File: src/ocd_map.svh
`ifndef OCD_MAP_SVH
`define OCD_MAP_SVH
`define OCD_OP_PRODUCT 8'h42
`define OCD_GRP_IMM 4'hA
`define OCD_GRP_DIR 4'hB
`define OCD_GRP_EXT 4'hC
`define OCD_GRP_IX2 4'hD
`define OCD_GRP_IX1 4'hE
`define OCD_GRP_IX 4'hF
`define OCD_LO_COMPARE 4'h1
`define OCD_LO_SUBB 4'h2
`define OCD_LO_BIT 4'h5
`define OCD_LO_XOR 4'h8
`define OCD_LO_ADC 4'h9
`define OCD_BR_HI 8'h22
`define OCD_BR_LS 8'h23
`define OCD_BR_CC 8'h24
`define OCD_BR_CS 8'h25
`define OCD_BR_HCC 8'h28
`define OCD_BR_HCS 8'h29
`define OCD_BR_MC 8'h2C
`define OCD_BR_MS 8'h2D
`define OCD_BR_IL 8'h2E
`define OCD_BR_IH 8'h2F
`define OCD_CYC_PRODUCT 4'd11
`define OCD_CYC_BR 4'd3
`define OCD_CYC_IMM 4'd2
`define OCD_CYC_DIR 4'd3
`define OCD_CYC_EXT 4'd4
`define OCD_CYC_IX 4'd3
`define OCD_CYC_IX1 4'd4
`define OCD_CYC_IX2 4'd5
`define OCD_LEN_1 2'd1
`define OCD_LEN_2 2'd2
`define OCD_LEN_3 2'd3
`define OCD_RESET_PC 16'h0000
`define OCD_RESET_CCR 5'h08
`endif

File: src/ocd_pkg.sv
package ocd_pkg;
  typedef enum logic [3:0] {
    OCD_OP_NONE, OCD_OP_MULT, OCD_OP_ADC, OCD_OP_SUBB, OCD_OP_XOR,
    OCD_OP_BIT, OCD_OP_COMPARE, OCD_OP_BRANCH
  } ocd_op_t;
  typedef enum logic [2:0] {
    OCD_AM_INH, OCD_AM_IMM, OCD_AM_DIR, OCD_AM_EXT, OCD_AM_IX, OCD_AM_IX1, OCD_AM_IX2,
    OCD_AM_REL
  } ocd_mode_t;
  typedef struct packed {
    ocd_op_t op;
    ocd_mode_t mode;
    logic [1:0] len;
    logic [3:0] cycles;
    logic valid;
  } ocd_dec_t;
  typedef struct packed {
    logic h;
    logic i;
    logic n;
    logic z;
    logic c;
  } ocd_ccr_t;
endpackage : ocd_pkg

File: src/ocd_decode.sv
`timescale 1ns/100ps
`include "ocd_map.svh"
module ocd_decode
  import ocd_pkg::*;
(
  input wire logic [7:0] opcode,
  output ocd_dec_t dec
);
  always_comb
  begin
    dec = '{op: OCD_OP_NONE, mode: OCD_AM_INH, len: `OCD_LEN_1,
            cycles: `OCD_CYC_IMM, valid: 1'b0};
    if (opcode == `OCD_OP_PRODUCT)
    begin
      dec = '{op: OCD_OP_MULT, mode: OCD_AM_INH, len: `OCD_LEN_1,
              cycles: `OCD_CYC_PRODUCT, valid: 1'b1};
    end
    else if (opcode[7:4] == 4'h2 && (opcode[3:0] <= 4'h5 && opcode[3:0] >= 4'h2 ||
             opcode[3:0] >= 4'h8 && opcode[3:0] != 4'hA && opcode[3:0] != 4'hB))
    begin
      // always, never, zero and sign branches lie outside this block
      dec = '{op: OCD_OP_BRANCH, mode: OCD_AM_REL, len: `OCD_LEN_2,
              cycles: `OCD_CYC_BR, valid: 1'b1};
    end
    else if (opcode[7:4] >= `OCD_GRP_IMM)
    begin
      unique case (opcode[3:0])
        `OCD_LO_ADC: dec.op = OCD_OP_ADC;
        `OCD_LO_SUBB: dec.op = OCD_OP_SUBB;
        `OCD_LO_XOR: dec.op = OCD_OP_XOR;
        `OCD_LO_BIT: dec.op = OCD_OP_BIT;
        `OCD_LO_COMPARE: dec.op = OCD_OP_COMPARE;
        default: dec.op = OCD_OP_NONE;
      endcase
      dec.valid = (dec.op != OCD_OP_NONE);
      unique case (opcode[7:4])
        `OCD_GRP_IMM: dec = '{dec.op, OCD_AM_IMM, `OCD_LEN_2, `OCD_CYC_IMM, dec.valid};
        `OCD_GRP_DIR: dec = '{dec.op, OCD_AM_DIR, `OCD_LEN_2, `OCD_CYC_DIR, dec.valid};
        `OCD_GRP_EXT: dec = '{dec.op, OCD_AM_EXT, `OCD_LEN_3, `OCD_CYC_EXT, dec.valid};
        `OCD_GRP_IX: dec = '{dec.op, OCD_AM_IX, `OCD_LEN_1, `OCD_CYC_IX, dec.valid};
        `OCD_GRP_IX1: dec = '{dec.op, OCD_AM_IX1, `OCD_LEN_2, `OCD_CYC_IX1, dec.valid};
        `OCD_GRP_IX2: dec = '{dec.op, OCD_AM_IX2, `OCD_LEN_3, `OCD_CYC_IX2, dec.valid};
        default: dec.valid = 1'b0;
      endcase
    end
  end
endmodule : ocd_decode

File: src/ocd_core.sv
`timescale 1ns/100ps
`include "ocd_map.svh"
// Behaviour
// - opcode 42 multiplies index by accumulator unsigned, one byte, 11 cycles
// - product high byte goes to index, low byte to accumulator
// - add-with-carry opcodes A9,B9,C9,F9,E9,D9 take 2,3,4,3,4,5 cycles
// - subtract-with-borrow opcodes A2..D2, lengths 2,2,3,1,2,3 bytes
// - exclusive-or opcodes A8,B8,C8,F8,E8,D8 over six modes
// - logical compare A5..D5 ands for flags only, accumulator kept
// - arithmetic compare A1..D1, 2 cycles immediate, 5 with 16-bit offset
// - 22 branches if higher, 23 if lower or same, 2 bytes 3 cycles
// - 24 branches on carry clear, 25 on carry set, aliases share them
// - 28 branches on half-carry clear, 29 on set, 2 bytes 3 cycles
// - 2C branches on mask clear, 2D on mask set, 2 bytes 3 cycles
// - 2E branches when interrupt pin sampled low
// - 2F branches when interrupt pin sampled high
// - add-with-carry sets half-carry on carry from bit 3 into bit 4
module ocd_core
  import ocd_pkg::*;
(
  input wire logic clk,
  input wire logic srst,
  input wire logic [7:0] opcode,
  input wire logic [15:0] operand,
  input wire logic [7:0] mem_data,
  input wire logic start,
  input wire logic irq_pin,
  input wire logic [7:0] acc_in,
  input wire logic [7:0] idx_in,
  input wire logic [15:0] pc_in,
  input ocd_ccr_t ccr_in,
  input wire logic load,
  output logic busy,
  output logic done,
  output logic illegal,
  output logic [7:0] acc_q,
  output logic [7:0] idx_q,
  output logic [15:0] pc_q,
  output ocd_ccr_t ccr_q,
  output logic [1:0] len_q
);
  //////////////////////////////////////////////////////////////////////
  typedef enum logic {OCD_IDLE, OCD_EXEC} ocd_state_t;
  ocd_state_t state_q, state_d;
  ocd_dec_t dec;
  logic [3:0] cnt_q, cnt_d;
  logic [7:0] acc_d, idx_d;
  logic [15:0] pc_d;
  ocd_ccr_t ccr_d;
  logic [1:0] len_d;
  logic illegal_q, illegal_d;
  logic [8:0] sum;
  logic [4:0] nib;
  logic [15:0] prod;
  logic [15:0] next_pc;
  logic take;

  ocd_decode u_dec
  (
    .opcode(opcode),
    .dec(dec)
  );

  //////////////////////////////////////////////////////////////////////
  // branch condition
  always_comb
  begin
    unique case (opcode)
      `OCD_BR_HI: take = !(ccr_q.c | ccr_q.z);
      `OCD_BR_LS: take = ccr_q.c | ccr_q.z;
      `OCD_BR_CC: take = !ccr_q.c;
      `OCD_BR_CS: take = ccr_q.c;
      `OCD_BR_HCC: take = !ccr_q.h;
      `OCD_BR_HCS: take = ccr_q.h;
      `OCD_BR_MC: take = !ccr_q.i;
      `OCD_BR_MS: take = ccr_q.i;
      `OCD_BR_IL: take = !irq_pin;
      `OCD_BR_IH: take = irq_pin;
      default: take = 1'b0;
    endcase
  end

  //////////////////////////////////////////////////////////////////////
  // results computed at start, held in registers; the counter only pads timing
  always_comb
  begin
    prod = 16'(acc_q) * 16'(idx_q);
    sum = 9'h000;
    nib = {1'b0, acc_q[3:0]} + {1'b0, mem_data[3:0]} + {4'h0, ccr_q.c};
    next_pc = pc_q + {14'h0000, dec.len};
    state_d = state_q;
    cnt_d = cnt_q;
    acc_d = acc_q;
    idx_d = idx_q;
    pc_d = pc_q;
    ccr_d = ccr_q;
    len_d = len_q;
    illegal_d = 1'b0;
    unique case (state_q)
      OCD_IDLE:
      begin
        if (load)
        begin
          acc_d = acc_in;
          idx_d = idx_in;
          pc_d = pc_in;
          ccr_d = ccr_in;
        end
        else if (start && !dec.valid)
        begin
          illegal_d = 1'b1;
        end
        else if (start)
        begin
          state_d = OCD_EXEC;
          cnt_d = dec.cycles - 4'd1;
          len_d = dec.len;
          pc_d = next_pc;
          unique case (dec.op)
            OCD_OP_MULT:
            begin
              idx_d = prod[15:8];
              acc_d = prod[7:0];
              ccr_d.h = 1'b0;
              ccr_d.c = 1'b0;
            end
            OCD_OP_ADC:
            begin
              sum = {1'b0, acc_q} + {1'b0, mem_data} + {8'h00, ccr_q.c};
              acc_d = sum[7:0];
              ccr_d.h = nib[4];
              ccr_d.c = sum[8];
              ccr_d.n = sum[7];
              ccr_d.z = (sum[7:0] == 8'h00);
            end
            OCD_OP_SUBB, OCD_OP_COMPARE:
            begin
              sum = {1'b0, acc_q} - {1'b0, mem_data}
                    - {8'h00, ccr_q.c & (dec.op == OCD_OP_SUBB)};
              if (dec.op == OCD_OP_SUBB)
              begin
                acc_d = sum[7:0];
              end
              ccr_d.c = sum[8];
              ccr_d.n = sum[7];
              ccr_d.z = (sum[7:0] == 8'h00);
            end
            OCD_OP_XOR:
            begin
              acc_d = acc_q ^ mem_data;
              ccr_d.n = acc_d[7];
              ccr_d.z = (acc_d == 8'h00);
            end
            OCD_OP_BIT:
            begin
              ccr_d.n = acc_q[7] & mem_data[7];
              ccr_d.z = ((acc_q & mem_data) == 8'h00);
            end
            OCD_OP_BRANCH:
            begin
              if (take)
              begin
                pc_d = next_pc + {{8{operand[7]}}, operand[7:0]};
              end
            end
            default:
            begin
              state_d = OCD_IDLE;
            end
          endcase
        end
      end
      OCD_EXEC:
      begin
        cnt_d = cnt_q - 4'd1;
        if (cnt_q == 4'd1)
        begin
          state_d = OCD_IDLE;
        end
      end
    endcase
  end

  always_ff @(posedge clk)
  begin
    if (srst)
    begin
      state_q <= OCD_IDLE;
      cnt_q <= 4'h0;
      acc_q <= 8'h00;
      idx_q <= 8'h00;
      pc_q <= `OCD_RESET_PC;
      ccr_q <= `OCD_RESET_CCR;
      len_q <= 2'h0;
      illegal_q <= 1'b0;
    end
    else
    begin
      state_q <= state_d;
      cnt_q <= cnt_d;
      acc_q <= acc_d;
      idx_q <= idx_d;
      pc_q <= pc_d;
      ccr_q <= ccr_d;
      len_q <= len_d;
      illegal_q <= illegal_d;
    end
  end

  // done marks the last of the instruction's cycles
  assign busy = (state_q == OCD_EXEC);
  assign done = busy && (cnt_q == 4'd1);
  assign illegal = illegal_q;
endmodule : ocd_core

File: config.mk
export PLATFORM = sky130hd
export DESIGN_NAME = ocd_core
export DESIGN_NICKNAME = d
export VERILOG_FILES = /design/src/ocd_pkg.sv /design/src/ocd_decode.sv /design/src/ocd_core.sv
export VERILOG_INCLUDE_DIRS = /design/src
export SDC_FILE = /design/constraint.sdc
export NUM_CORES = 1
export LEC_CHECK = 0
export BUFFER_PORTS_ARGS = -buffer_cell sky130_fd_sc_hd__buf_2
export CORE_MARGIN = 2
export CORE_UTILIZATION = 59
export CTS_CLUSTER_DIAMETER = 40
export DETAILED_ROUTE_END_ITERATION = 7
export PLACE_DENSITY_LB_ADDON = 0.05
export SLEW_MARGIN = 25
export SYNTH_ARGS = -nofsm -noshare
export SYNTH_HDL_FRONTEND = slang
export SYNTH_SLANG_ARGS = --single-unit
File: constraint.sdc
create_clock -name clk -period 9.6 [get_ports clk]
set_clock_uncertainty 0.1 [all_clocks]
set_input_delay 1.44 -clock clk [delete_from_list [all_inputs] [get_ports clk]]
set_output_delay 1.44 -clock clk [all_outputs]
set_load 0.005 [all_outputs]
==> results.cfg, run 1 <==
[clock_network]
clock-root-buffer = clkbuf_16
cts_tree = built
cts.clk_slew.worst_paths_ps = 80
ctsResizeCount = 0
htreeDepth = 2
clock-sinks = 45
cts_setup_buffers = 0
clockBufferDepth = 2
cts_buffers = 5
cts_hold_buf = 0
clock_latency_ps = 310

[route]
viasPerCell = 6.18
drt-total-wl_microns = 19800
first_iter_violations = 683
drt_pass1_iterations = 6
wl_per_cell_microns = 17.9
vias = 6856
detail-route-antenna-nets = 0
drc = 0

[power_and_ir_drop]
p_comb_frac = 0.408
ir_drop_v = 0.000100
sequentialPowerShare = 0.307
p_sw_uw = 299
p_int_uw = 453
power_density_nw_per_um2 = 99.9
p_clk_frac = 0.285
p_leak_uw = 0.00363
switching_share = 0.397

[critical_path]
r2r-end = idx_q[5]$_SDFFE_PP0P_
crit_path_end_kind = flip-flop
max_stage_delay_ps = 540
cp_slowest_cell = or3b_1
cp_cell_sequence = buf_2 -> or3b_1 -> o41ai_2 -> a21boi_1 -> nor2_1 -> and2_1 -> fa_1 -> ha_1 -> or2_2 -> fa_1 -> nand2b_1 -> a21oi_1 -> o21ai_0 -> a21oi_1 -> xnor2_1 -> nor4_1 -> o311ai_0 -> o21ai_0
startpoint_type = input port
critPathArrivalTime_ps = 6240
worstSetupPathType = input port to flip-flop
cp_max_fo = 16
rr_startpoint = acc_q[1]$_SDFFE_PP0P_
required_ps = 9690
r2r_cells = 14
reg2reg_slack_ps = 4710

[sta]
setup_viol = 0
fmax_ghz = 0.162
finalHoldViolations = 0
slew_violations = 0
tns_ps = 0
final.setup.worst_slack_ps = 3450
layout_min_cycle_time_ps = 6150
relSlewSlack = 0.384
finalCritPeriodShare = 0.641
worst_pin_slew_ps = 924
grt_setup_unrepaired = no

[hold_path]
min_to = pc_q[0]$_SDFFE_PP0P_
hp-start = pc_q[0]$_SDFFE_PP0P_
hold_class = flip-flop to flip-flop
holdPathStages = 2

[synthesis]
synth_commonest_cells = nand2_1, inv_1, ha_1
synth-async-reset-ratio = 0
synth_cell_types = 73
yosys-top-cells-area = ha_1, dfxtp_1, fa_1
yosysSeqAreaShare = 0.133
yosysTopAreaCell = ha_1
synth-seq-cells = 45
avgSynthCellArea_sq_um = 7.62
syn_area_sq_um = 6780
yosysMostFrequentCell = nand2_1
synth_edf_count = 0
syn_nets = 1084
syn_inst = 890
yosysWarnings = 0
synth_flop_cell = dfxtp_1
yosysTopAreaCellShare = 0.144

[die]
pin_count = 116
num_rows = 39
die_area_sq_um = 12400
die_height_microns = 111
fp.dieW_microns = 111
coreArea_sq_um = 11300
start_util = 0.599

[cells_and_area]
utilization = 0.665
final_area_sq_um = 7520
layout.nets = 1160
syn_to_final_growth_pct = 10.9
num_antenna_cells = 0
drive_above_1_share = 0.141

[grt]
grt_pass1_vias = 6574
grt_usage = 0.319
grt_pass1_wl_microns = 32500
overflow = 0
grt_max_degree = 41
antenna_found_initial = 0

[placed_design]
pre_cts_ws_ps = 3210
place_congestion = 0.992
port_buffers = 107
placed_area_sq_um = 7350
hpwl_microns = 15400

[run_status]
outcome = completed

[job]
cap_viol_max_count = 0
cell type report:
type                       count  area, sq um
clock inverter                 3         47.5
fill                        1000         3800
timing repair buffer         109          551
tap                          143          179
inverter                      92          345
sequential                    45          901
clock buffer                   5          125
multi-input combinational    713         5380
metrics by stage:
stage / hold WS (ps) / total power (uW) / instances
2_1_floorplan: 369 / 439 / 890
3_3_place_gp: 369 / 523 / 1102
3_5_place_dp: 377 / 534 / 1102
4_1_cts: 387 / 748 / 1110
5_1_grt: 433 / 796 / 1110
6_report: 389 / 752 / 1110
cell usage in the layout, fill, tap and decap left out, types with 6 or more instances in the layout:
master	count
inv_1	92
o21ai_0	54
mux2i_1	6
a211oi_1	19
and3_1	10
a221oi_1	8
ha_1	78
buf_2	107
nand3b_1	6
fa_1	42
xor2_1	19
nor2b_1	6
nand3_1	21
and2_1	36
o211ai_1	7
nand2b_1	10
a31oi_1	11
or3_1	7
nand2_1	105
dfxtp_1	45
a21oi_1	51
nor3_1	24
a21o_1	8
o21a_1	7
nor2_1	60
xnor2_1	30
logic make-up after synthesis:
kind of cell / count (synthesis) / share of synthesized area
and+or+nand+nor: 310 / 0.225
buffers and inverters: 132 / 0.0747
xor gates and xnor gates: 49 / 0.0633
AOI/OAI and AO/OA: 226 / 0.224
DFF: 45 / 0.133
adders and majority gates: 120 / 0.268
muxes: 8 / 0.0122
power groups by stage:
stage,combinational [uW],sequential (uW),clock [uW]
after floorplan,220,219,0
after global placement,290,233,0
after detailed placement,301,234,0
after CTS,303,230,215
after global routing,341,233,223
final,307,231,214
per-layer routing:
layer	wire (microns)	global-route usage	up-vias
met5	0	0	-
met4	323	0.0848	0
met3	1180	0.0355	26
met2	9390	0.529	256
met1	8940	0.444	3311
li1	-	-	3263
sequential cells by signal, summed over array words and instances, names as in the netlist:
register  count
ccr_q         5
pc_q         16
cnt_q         4
acc_q         8
illegal       1
busy          1
len_q         2
idx_q         8
worst max path at each step:
stage	startpoint	slack, ps	cells past startpoint	to
3_5_place_dp	opcode[1]	3210	18	ccr_q[1]$_SDFFE_PP0P_
5_1_grt	opcode[1]	3210	19	ccr_q[1]$_SDFFE_PP0P_
4_1_cts	opcode[1]	3510	18	ccr_q[1]$_SDFFE_PP0P_
2_1_floorplan	opcode[2]	3740	23	pc_q[15]$_SDFFE_PP0P_
6_report	opcode[1]	3450	18	ccr_q[1]$_SDFFE_PP0P_
3_3_place_gp	opcode[1]	3250	18	ccr_q[1]$_SDFFE_PP0P_
critical path: cells and delay by family:
family                   cells  cell delay (ps)
AO/OA/AOI/OAI                7             1730
buffers and inverters        1              240
adder cells (fa/ha/maj)      3             1120
XOR/XNOR                     1              210
AND/OR/NAND/NOR              6             1500
(Power assumes the default switching activity.)
==> inputs of run 2 (changes only) <==
--- a/config.mk
+++ b/config.mk
@@ -6,6 +6,7 @@
 export SDC_FILE = /design/constraint.sdc
 export NUM_CORES = 1
 export LEC_CHECK = 0
+export ABC_AREA = 1
 export BUFFER_PORTS_ARGS = -buffer_cell sky130_fd_sc_hd__buf_2
 export CORE_MARGIN = 2
 export CORE_UTILIZATION = 59
==> constraint.sdc (replaced) <==
create_clock -name clk -period 5.9 [get_ports clk]
set_clock_uncertainty 0.1 [all_clocks]
set_input_delay 0.885 -clock clk [delete_from_list [all_inputs] [get_ports clk]]
set_output_delay 0.885 -clock clk [all_outputs]
set_load 0.005 [all_outputs]
==> run 2 against run 1 <==
Clock power rose by 65%. Via count increased by 7.5%. Sequential power increased by 64%. Flip-flop and latch count did not move. Critical endpoint is now idx_q[5]$_SDFFE_PP0P_.
==> results.cfg, run 2 <==
[run_status]
outcome = completed

[cells_and_area]
regMostFlops = pc_q
layout.nets = 1412
final_cells = 1366
reg.largest.list = pc_q x16, acc_q x8, idx_q x8
layout_common_cells = nand2_1, inv_1, buf_2
largest_reg_flops = 16
syn_to_final_growth_pct = 9.66
final_common_cell = nand2_1
num_antenna_cells = 0
drive_above_1_share = 0.128

[clock_network]
clock-sinks = 45
ctsResizeCount = 0
cts_tree = built
clock_latency_ps = 310
cts.clk_slew.worst_paths_ps = 80
cts_setup_buffers = 0
cts_buffers = 5
cts_hold_buf = 0
htreeDepth = 2
clockBufferDepth = 2
clock-root-buffer = clkbuf_16

[grt]
grt_pass1_vias = 6636
antenna_found_initial = 0
grt_max_degree = 46
grt_pass1_wl_microns = 31700
grt_usage = 0.299
overflow = 0

[die]
coreArea_sq_um = 12000
start_util = 0.604
fp.dieW_microns = 115
num_rows = 40
die_area_sq_um = 13200
pin_count = 116
die_height_microns = 115

[sta]
grt_setup_unrepaired = no
finalCritPeriodShare = 0.818
finalHoldViolations = 0
worst_pin_slew_ps = 904
tns_ps = 0
relSlewSlack = 0.395
setup_viol = 0
slew_violations = 0
fmax_ghz = 0.207
layout_min_cycle_time_ps = 4830

[route]
vias = 7369
drt-total-wl_microns = 19200
drc = 0
detail-route-antenna-nets = 0
viasPerCell = 5.39
drt_pass1_iterations = 5
wl_per_cell_microns = 14.1
first_iter_violations = 434

[critical_path]
rr_startpoint = acc_q[0]$_SDFFE_PP0P_
cp_max_fo = 13
r2r_cells = 14
startpoint_type = flip-flop
crit_path_end_kind = flip-flop
r2r-end = idx_q[5]$_SDFFE_PP0P_
reg2reg_slack_ps = 1070
worstSetupPathType = flip-flop to flip-flop
critPathArrivalTime_ps = 4960
required_ps = 6040

[placed_design]
port_buffers = 107
placedCellCount = 1358
place_congestion = 0.905
hpwl_microns = 15200

[hold_path]
hp-start = ccr_q[1]$_SDFFE_PP0P_
hold_class = flip-flop to flip-flop
holdPathStages = 2
min_to = ccr_q[1]$_SDFFE_PP0P_

[synthesis]
synth-seq-cells = 45
yosysTopAreaCellShare = 0.169
syn_nets = 1332
yosysWarnings = 0
synth_cell_types = 43
synth-async-reset-ratio = 0
synth_edf_count = 0
yosysMostFrequentCell = nand2_1
yosysSeqAreaShare = 0.125
yosys-top-cells-area = nand2_1, ha_1, dfxtp_1
synth_commonest_cells = nand2_1, inv_1, nor2_1
syn_area_sq_um = 7230
yosysTopAreaCell = nand2_1
syn_inst = 1138
avgSynthCellArea_sq_um = 6.35
synth_flop_cell = dfxtp_1

[power_and_ir_drop]
switching_share = 0.415
p_comb_frac = 0.416
p_int_uw = 733
p_sw_uw = 519
sequentialPowerShare = 0.302
p_clk_frac = 0.282
power_density_nw_per_um2 = 158
p_leak_uw = 0.00459
ir_drop_v = 0.000115

[job]
cap_viol_max_count = 0
## run 2: worst max path at each step
stage / end / slack (ps) / cells past startpoint / from
finish: idx_q[5]$_SDFFE_PP0P_ / 1070 / 14 / acc_q[0]$_SDFFE_PP0P_
global route: idx_q[3]$_SDFFE_PP0P_ / 800 / 14 / acc_q[0]$_SDFFE_PP0P_
CTS: idx_q[5]$_SDFFE_PP0P_ / 1090 / 15 / acc_q[0]$_SDFFE_PP0P_
detailed placement: idx_q[5]$_SDFFE_PP0P_ / 1120 / 15 / acc_q[0]$_SDFFE_PP0P_
global placement: idx_q[5]$_SDFFE_PP0P_ / 1210 / 15 / acc_q[0]$_SDFFE_PP0P_
floorplan: idx_q[5]$_SDFFE_PP0P_ / 1580 / 15 / acc_q[1]$_SDFFE_PP0P_
## run 2: critical path: stages (launching register included)
cell and delay, ps:
dfxtp_1 670, nand2_1 160, fa_1 550, fa_1 570, inv_1 60, fa_1 500, fa_1 440, ha_1 360
a21oi_1 240, a21boi_0 330, o21ai_0 200, a21oi_1 210, or2_2 130, nand3_1 60, a21oi_1 160
## run 2: metrics by stage
step | util | hold WS (ps) | total power (uW) | setup slack [ps] | cell area, sq um
finish | 0.663 | 385 | 1250 | 1070 | 7930
global route | 0.663 | 419 | 1340 | 803 | 7930
CTS | 0.663 | 384 | 1250 | 1090 | 7930
detailed placement | 0.648 | 372 | 899 | 1120 | 7750
global placement | 0.648 | 372 | 891 | 1210 | 7750
floorplan | - | 374 | 758 | 1580 | 7230
## run 2: cells by family (layout without fill, tap and decap cells)
logic type / after synthesis / count (layout) / share of synthesized area
AOI/OAI and AO/OA: 167 / 167 / 0.125
xor gates and xnor gates: 37 / 37 / 0.0448
adders and majority gates: 120 / 120 / 0.251
buffers and inverters: 220 / 301 / 0.124
DFF: 45 / 45 / 0.125
muxes: 1 / 1 / 0.00312
and+or+nand+nor: 548 / 548 / 0.327
## run 2: final cells by class
type,count,area (sq um)
Fill cell,1187,4040
Clock inverter,3,47.5
Inverter,184,691
Clock buffer,5,125
Timing Repair Buffer,109,551
Sequential cell,45,901
Multi-Input combinational cell,873,5430
Tap cell,147,184
## run 2: power by group through the flow
| stage | sequential, uW | combinational (uW) | clock, uW |
|---|---|---|---|
| CTS | 376 | 519 | 356 |
| global placement | 383 | 507 | 0 |
| finish | 378 | 521 | 354 |
| global route | 382 | 594 | 367 |
| detailed placement | 383 | 516 | 0 |
| floorplan | 356 | 402 | 0 |
## run 2: metal layers
metal | up-vias | routed length, microns | GRT usage
met1 | 3385 | 9140 | 0.429
met5 | - | 0 | 0
met2 | 199 | 8730 | 0.487
li1 | 3766 | - | -
met4 | 0 | 290 | 0.0610
met3 | 19 | 1080 | 0.0360
